===== src/motion_cmd_cfg.svh =====
`ifndef MOTION_CMD_CFG_SVH
`define MOTION_CMD_CFG_SVH
// Frame geometry
`define FRAME_BYTES      4'd9
`define LAST_BYTE_IDX    4'd8
// Command numbers
`define CMD_ROT_POS      8'h01
`define CMD_ROT_NEG      8'h02
`define CMD_STOP         8'h03
`define CMD_MOVE         8'h04
`define CMD_PARAM_WR     8'h05
`define CMD_PARAM_RD     8'h06
// Move types
`define MOVE_ABS         8'h00
`define MOVE_REL         8'h01
// Status codes
`define ST_OK            8'h64
`define ST_BAD_SUM       8'h01
`define ST_BAD_CMD       8'h02
`define ST_BAD_TYPE      8'h03
`define ST_BAD_VALUE     8'h04
`define ST_NOT_AVAIL     8'h06
// Axis parameter numbers
`define AP_TARGET_POS    8'h00
`define AP_ACTUAL_POS    8'h01
`define AP_TARGET_VEL    8'h02
`define AP_COUNT         16
`define AP_IDX_W         4
// Addresses (arbitrary defaults)
`define MODULE_ADDR      8'h01
`define REPLY_ADDR       8'h02
`endif


===== src/motion_cmd_pkg.sv =====
package motion_cmd_pkg;
  // Decoded request fields
  typedef struct packed {
    logic [7:0]  addr;
    logic [7:0]  cmd;
    logic [7:0]  kind;
    logic [7:0]  bank;
    logic [31:0] value;
    logic [7:0]  sum;
  } request_t;
  // Reply contents before serialising
  typedef struct packed {
    logic [7:0]  status;
    logic [7:0]  cmd;
    logic [31:0] value;
  } reply_t;
  // Motion mode
  typedef enum logic [0:0] {
    MODE_VEL = 1'b0,
    MODE_POS = 1'b1
  } motion_mode_t;
endpackage


===== src/motion_command_interpreter.sv =====
// Behaviour
// - Code 1: velocity mode, positive target velocity
// - Code 2: velocity mode, negated target velocity
// - Velocity argument counted in microsteps per second
// - Code 3: velocity mode, target velocity zero
// - Code 4: position mode, write target position
// - Relative move adds offset to actual position
// - Move replies at once, no arrival wait
// - Stop or rotate abandons running move
// - Direction from wrapping 32-bit position difference
// - Position arguments are signed 32-bit
// - Code 5 writes value to typed parameter
// - Parameters held in volatile flops only
// - Code 6 returns selected parameter value
// - Direct mode leaves accumulator untouched
// - Request is nine bytes, value MSB first
// - Checksum is byte sum modulo 256
// - Reply nine bytes, reply address first
// - Failures report status codes 1,2,3,6
`timescale 1ns/1ps
`default_nettype none
`include "motion_cmd_cfg.svh"
module motion_command_interpreter (
  input  wire logic                        clk,
  input  wire logic                        sys_rst,
  input  wire logic                        rxValid,
  input  wire logic [7:0]                  rxData,
  input  wire logic                        standaloneMode,
  input  wire logic signed [31:0]          actualPos,
  output var  logic                        txValid,
  output var  logic [7:0]                  txData,
  output var  logic                        replyBusy,
  output var  motion_cmd_pkg::motion_mode_t mode,
  output var  logic signed [31:0]          targetVel,
  output var  logic signed [31:0]          targetPos,
  output var  logic                        moveDirNeg,
  output var  logic signed [31:0]          accumulator
);
  import motion_cmd_pkg::*;

  typedef enum logic [1:0] {
    ST_COLLECT = 2'b00,
    ST_EXEC    = 2'b01,
    ST_REPLY   = 2'b10,
    ST_WAIT    = 2'b11
  } phase_t;

  phase_t      phase;        // Interpreter phase
  request_t    req;          // Captured request
  logic [3:0]  byteIdx;      // Incoming byte count
  logic [7:0]  rxSum;        // Running checksum of request
  logic [7:0]  sumCheck;     // Sum of bytes 0..7
  reply_t      rep;          // Reply being built
  logic        repStart;     // Kick serializer
  logic        serBusy;      // Serializer running
  logic signed [31:0] params [`AP_COUNT]; // Volatile axis parameter store
  logic [`AP_IDX_W-1:0] pIdx;             // Selected parameter
  logic        pValid;                    // Parameter number in range
  logic signed [31:0] posDiff;            // Target minus actual
  logic signed [31:0] readVal;            // Value returned by a parameter read

  assign pIdx   = req.kind[`AP_IDX_W-1:0];
  assign pValid = (req.kind < 8'(`AP_COUNT));
  assign posDiff = targetPos - actualPos;

  // Read value; live registers shadow the store for parameters 0..2
  always_comb begin
    if (req.kind == `AP_ACTUAL_POS) readVal = actualPos;
    else if (req.kind == `AP_TARGET_POS) readVal = targetPos;
    else if (req.kind == `AP_TARGET_VEL) readVal = targetVel;
    else readVal = params[pIdx];
  end

  // Byte collector: nine bytes, value MSB first
  always_ff @(posedge clk) begin
    if (sys_rst) begin
      byteIdx  <= 4'h0;
      rxSum    <= 8'h00;
      sumCheck <= 8'h00;
      req      <= '0;
    end else if (phase == ST_COLLECT && rxValid) begin
      req <= {req[63:0], rxData};
      if (byteIdx == `LAST_BYTE_IDX) begin
        byteIdx  <= 4'h0;
        sumCheck <= rxSum;
        rxSum    <= 8'h00;
      end else begin
        byteIdx <= byteIdx + 4'h1;
        rxSum   <= rxSum + rxData;
      end
    end
  end

  // Phase sequencer; one request outstanding at a time
  always_ff @(posedge clk) begin
    if (sys_rst) begin
      phase <= ST_COLLECT;
    end else begin
      case (phase)
        ST_COLLECT: if (rxValid && byteIdx == `LAST_BYTE_IDX) phase <= ST_EXEC;
        ST_EXEC:    phase <= (req.addr == `MODULE_ADDR) ? ST_REPLY : ST_COLLECT;
        ST_REPLY:   phase <= ST_WAIT;
        ST_WAIT:    if (!serBusy && !repStart) phase <= ST_COLLECT;
        default:    phase <= ST_COLLECT;
      endcase
    end
  end

  // Command execution and reply building
  always_ff @(posedge clk) begin
    if (sys_rst) begin
      mode        <= MODE_VEL;
      targetVel   <= 32'sh0;
      targetPos   <= 32'sh0;
      accumulator <= 32'sh0;
      rep         <= '0;
      repStart    <= 1'b0;
      for (int i = 0; i < `AP_COUNT; i++) params[i] <= 32'sh0;
    end else begin
      repStart <= (phase == ST_REPLY);
      if (phase == ST_EXEC && req.addr == `MODULE_ADDR) begin
        rep.cmd    <= req.cmd;
        rep.value  <= 32'h0;
        rep.status <= `ST_OK;
        if (req.sum != sumCheck) begin
          rep.status <= `ST_BAD_SUM;
        end else begin
          case (req.cmd)
            `CMD_ROT_POS: begin
              mode      <= MODE_VEL;
              targetVel <= req.value;
            end
            `CMD_ROT_NEG: begin
              mode      <= MODE_VEL;
              targetVel <= -req.value;
            end
            `CMD_STOP: begin
              mode      <= MODE_VEL;
              targetVel <= 32'sh0;
            end
            `CMD_MOVE: begin
              if (req.kind == `MOVE_ABS) begin
                mode      <= MODE_POS;
                targetPos <= req.value;
              end else if (req.kind == `MOVE_REL) begin
                mode      <= MODE_POS;
                targetPos <= actualPos + req.value;
              end else begin
                rep.status <= `ST_BAD_TYPE;
              end
            end
            `CMD_PARAM_WR: begin
              if (!pValid) rep.status <= `ST_BAD_TYPE;
              else if (req.kind == `AP_ACTUAL_POS) rep.status <= `ST_NOT_AVAIL;
              else if (req.kind == `AP_TARGET_POS) targetPos <= req.value;
              else if (req.kind == `AP_TARGET_VEL) targetVel <= req.value;
              else params[pIdx] <= req.value;
            end
            `CMD_PARAM_RD: begin
              if (!pValid) rep.status <= `ST_BAD_TYPE;
              else begin
                rep.value <= readVal;
                // Accumulator takes the same value the reply carries
                if (standaloneMode) accumulator <= readVal;
              end
            end
            default: rep.status <= `ST_BAD_CMD;
          endcase
        end
      end
    end
  end

  // Direction of positioning travel
  always_ff @(posedge clk) begin
    if (sys_rst) moveDirNeg <= 1'b0;
    else moveDirNeg <= posDiff[31];
  end

  // Reply busy flag
  always_ff @(posedge clk) begin
    if (sys_rst) replyBusy <= 1'b0;
    else replyBusy <= (phase != ST_COLLECT);
  end

  reply_serializer u_ser (
    .clk     (clk),
    .sys_rst (sys_rst),
    .start   (repStart),
    .rep     (rep),
    .txValid (txValid),
    .txData  (txData),
    .busy    (serBusy)
  );
endmodule
`default_nettype wire


===== src/reply_serializer.sv =====
`timescale 1ns/1ps
`default_nettype none
`include "motion_cmd_cfg.svh"
module reply_serializer (
  input  wire logic                  clk,
  input  wire logic                  sys_rst,
  input  wire logic                  start,
  input  wire motion_cmd_pkg::reply_t rep,
  output var  logic                  txValid,
  output var  logic [7:0]            txData,
  output var  logic                  busy
);
  import motion_cmd_pkg::*;
  logic [3:0]  idx;      // Byte index being sent
  logic [71:0] frame;    // Bytes 0..8, byte 0 in top lane
  logic [7:0]  runSum;   // Running checksum

  // Emit nine bytes, one per cycle, checksum last
  always_ff @(posedge clk) begin
    if (sys_rst) begin
      busy    <= 1'b0;
      txValid <= 1'b0;
      txData  <= 8'h00;
      idx     <= 4'h0;
      frame   <= '0;
      runSum  <= 8'h00;
    end else if (start && !busy) begin
      busy   <= 1'b1;
      idx    <= 4'h0;
      runSum <= 8'h00;
      frame  <= {`REPLY_ADDR, `MODULE_ADDR, rep.status, rep.cmd, rep.value, 8'h00};
      txValid <= 1'b0;
    end else if (busy) begin
      txValid <= 1'b1;
      if (idx == `LAST_BYTE_IDX) begin
        txData <= runSum;
        busy   <= 1'b0;
      end else begin
        txData <= frame[71:64];
        runSum <= runSum + frame[71:64];
        frame  <= {frame[63:0], 8'h00};
        idx    <= idx + 4'h1;
      end
    end else begin
      txValid <= 1'b0;
    end
  end
endmodule
`default_nettype wire


===== config.mk =====
export PLATFORM = sky130hd
export DESIGN_NAME = motion_command_interpreter
export DESIGN_NICKNAME = d
export VERILOG_FILES = /design/src/motion_cmd_pkg.sv /design/src/motion_command_interpreter.sv /design/src/reply_serializer.sv
export VERILOG_INCLUDE_DIRS = /design/src
export SDC_FILE = /design/constraint.sdc
export NUM_CORES = 2
export LEC_CHECK = 0
export BUFFER_PORTS_ARGS = -buffer_cell sky130_fd_sc_hd__buf_2
export CELL_PAD_IN_SITES_DETAIL_PLACEMENT = 1
export CELL_PAD_IN_SITES_GLOBAL_PLACEMENT = 2
export CORE_ASPECT_RATIO = 1.4
export CORE_UTILIZATION = 40
export CTS_BUF_LIST = sky130_fd_sc_hd__clkbuf_8
export DETAILED_ROUTE_END_ITERATION = 10
export PLACE_DENSITY = 0.75
export SLEW_MARGIN = 20
export SYNTH_ARGS = -nofsm -noshare
export SYNTH_HDL_FRONTEND = slang
export SYNTH_SLANG_ARGS = --single-unit

===== constraint.sdc =====
create_clock -name clk -period 3.03 [get_ports clk]
set_input_delay 0.606 -clock clk [delete_from_list [all_inputs] [get_ports clk]]
set_output_delay 0.606 -clock clk [all_outputs]
set_load 0.02 [all_outputs]

==> flow_summary.ini <==
[run_status]
status = finished with violations
violations = setup timing

[pwr]
peakVddDrop_uv = 333
p_leak_nw = 17.3
powerDensity_nw_per_um2 = 517
power.total_mw = 23.9

[floorplan]
die_x_um = 265
die-area_um2 = 98200
initial_core_util_pct = 40.5
ios = 152
rows = 134
die_h_um = 370
core_um2 = 95700

[worst_setup_path]
arrival_ns = 3.72
crit_type = flip-flop to flip-flop
cp-start-kind = flip-flop
crit_path_end_kind = flip-flop
cp_max_fo = 4
required_ns = 3.72

[timing]
hold_viol = 0
skew_ns = 0.0461
worstMarginPinSlew_ns = 1.22
rsz0062_at_grt = true
fmax_mhz = 330
slew_headroom_pct = 18.3
fin_crit_ns = 3.03
setup_tns_ns = -0.00324
setup_viol = 1
slew_violations = 0
setup_slack_ns = -0.00324
post-route-period-util_pct = 100

[grt]
grt_max_degree = 189
grt_antenna_before_repair = 6
grt.overflow.total = 0
grt_use_total_pct = 25.8
grt_pass1_wl_mm = 189
grt_pass1_vias = 30446

[logic_synthesis]
syn-instance-count = 3359
ys_seq_area_share_pct = 56.6
yosysUniqueCellTypes = 74
async_flop_share_pct = 0
synth.top_cells.by_count = 512 x edfxtp_1, 391 x nand2_1, 371 x and2_1
synth_most_common_cell = edfxtp_1
synth_top_area_share_pct = 39.6
syn_area_um2 = 38800
yosys.area.top_type = edfxtp_1
ys_top_cells_by_area = edfxtp_1 40%, dfxtp_1 17%, mux4_2 9.3%
ys_warn_count = 0
syn_area_per_cell_um2 = 11.5
synth.ff_latch_count = 840
synth_edf_count = 512
ys.flop_type = edfxtp_1

[route]
ant_nets = 0
avgRoutedWirePerCell_um = 24.5
wl_mm = 126
vias = 28345
drtIter0Drc = 1972
via_per_inst = 5.52
drc = 0
first_pass_iters = 5

[finish]
layout.nets = 3867
drive_above_1_share_pct = 22.3
utilization_pct = 48.3
fill_cells = 10128
syn2layout_area_growth_pct = 19.1
stdcell_count = 5138

[placed_design]
dp_cells = 4873
portBuffers = 151
dp_hpwl_mm = 90.1
place_congestion = 0.838

[job]
cap_violations = 0

[clock_tree]
clkSinkCount = 840
clockBufferDepth = 3
cts_buffers = 141
clk_latency_ns = 0.86
cts_root_buffer = clkbuf_8
clk_pin_slew_worst_paths_ns = 0.07
tritoncts = done
htreeDepth = 4

[worst_hold_path]
hp-class = input port to flip-flop
[final cells by class]
class	instances	area, µm²	share of cell area (%)
diodes	6	15.0	0.0325
clock buffers	153	2110	4.56
clock inverters	90	556	1.20
inverters	55	206	0.447
multi-input cells	2267	16200	35.0
flip-flops and latches	840	22000	47.5
well taps	1292	1620	3.50
repair buffers	435	3560	7.71
[cell families (layout without fill, tap and decap cells)]
family	after synthesis	in the layout	share of synthesized area [%]
AO/OA/AOI/OAI	598	598	9.50
multiplexers	217	217	10.8
adder cells (fa/ha/maj)	83	83	2.74
flip-flops	840	840	56.6
other	1	102	0.00967
XOR/XNOR	69	69	1.56
buffers and inverters	347	733	3.40
AND/OR/NAND/NOR	1204	1204	15.5
[sequential cells by signal, summed over array words and instances, names as in the netlist, 4 cells and up, named ones only]
| name | count |
|---|---|
| u_ser.frame | 64 |
| accumulator | 32 |
| u_ser.runSum | 8 |
| rxSum | 8 |
| u_ser.txData | 8 |
| u_ser.idx | 4 |
| pIdx | 4 |
| rep | 44 |
| req | 68 |
| sumCheck | 8 |
| params | 512 |
| targetVel | 32 |
| byteIdx | 4 |
| targetPos | 32 |
[layer usage]
| layer | part of all wire (%) | up-vias | wire length, µm | GRT usage, % |
|---|---|---|---|---|
| met3 | 4.1 | 258 | 5190 | 4.39 |
| met1 | 39 | 14611 | 48900 | 29.5 |
| met4 | 4.0 | 0 | 5010 | 10.6 |
| met5 | 0 | - | 0 | 0 |
| met2 | 53 | 697 | 66900 | 47.3 |
| li1 | - | 12779 | - | - |
[power breakdown]
part / internal [mW] / switching, mW / leakage [nW]
Combinational: 0.563 / 0.802 / 8.23
Clock: 5.09 / 4.79 / 1.52
Sequential: 12.5 / 0.146 / 7.54
[worst paths after layout]
path	cells past startpoint	endpoint	slack, ns	start
max	10	targetVel[23]	-0.003	req[12]
min	3	phase[0]	0.09	rxValid
max reg2reg	10	targetVel[23]	-0.003	req[12]
min reg2reg	2	accumulator[16]	0.45	accumulator[16]
[worst max-delay path, cell delays in order, from the launching register on]
cell and delay (ns):
dfxtp_4 0.38, nor3_4 0.19, nand3_2 0.11, or4_4 0.43, or4_4 0.46, or4b_4 0.59
nor3b_2 0.25, mux2i_1 0.24, o211ai_2 0.09, o21ai_1 0.11, nor2_2 0.04
[cells in the final DEF (no fill, tap or decap), types with 14 or more instances in the layout]
cell type,instances
buf_2,150
conb_1,96
edfxtp_1,512
nand2_1,389
clkbuf_8,153
ha_1,78
and2_1,369
xnor2_1,45
dfxtp_1,319
a22oi_1,97
a21oi_1,290
o21ai_0,36
a211oi_1,61
nand2b_1,14
inv_1,95
nor2b_1,42
nor3_1,76
buf_12,50
mux2i_1,55
nand3_1,22
clkinv_1,15
o211ai_1,14
mux4_2,160
nor2_1,197
a21o_1,20
xor2_1,24
clkinv_2,17
buf_4,221
[what timing repair did]
item                       4_1_cts  5_1_grt
buffers inserted                 3        5
hold buffers                     8        0
pin swaps                        1       15
hold endpoints to repair         8        0
gates resized for setup         14       33
setup endpoints to repair      288      246
[per-stage QoR]
step / area, µm² / setup WS (ns) / hold slack [ns]
global route: 46200 / -0.0785 / 0.0825
CTS: 46000 / 0.0119 / 0.00566
global placement: 43200 / -0.452 / 0.436
finish: 46200 / -0.00324 / 0.0947
floorplan: 39200 / 0.0373 / 0.431
detailed placement: 43200 / -0.446 / 0.443
Power figures use the tool's default switching activity.
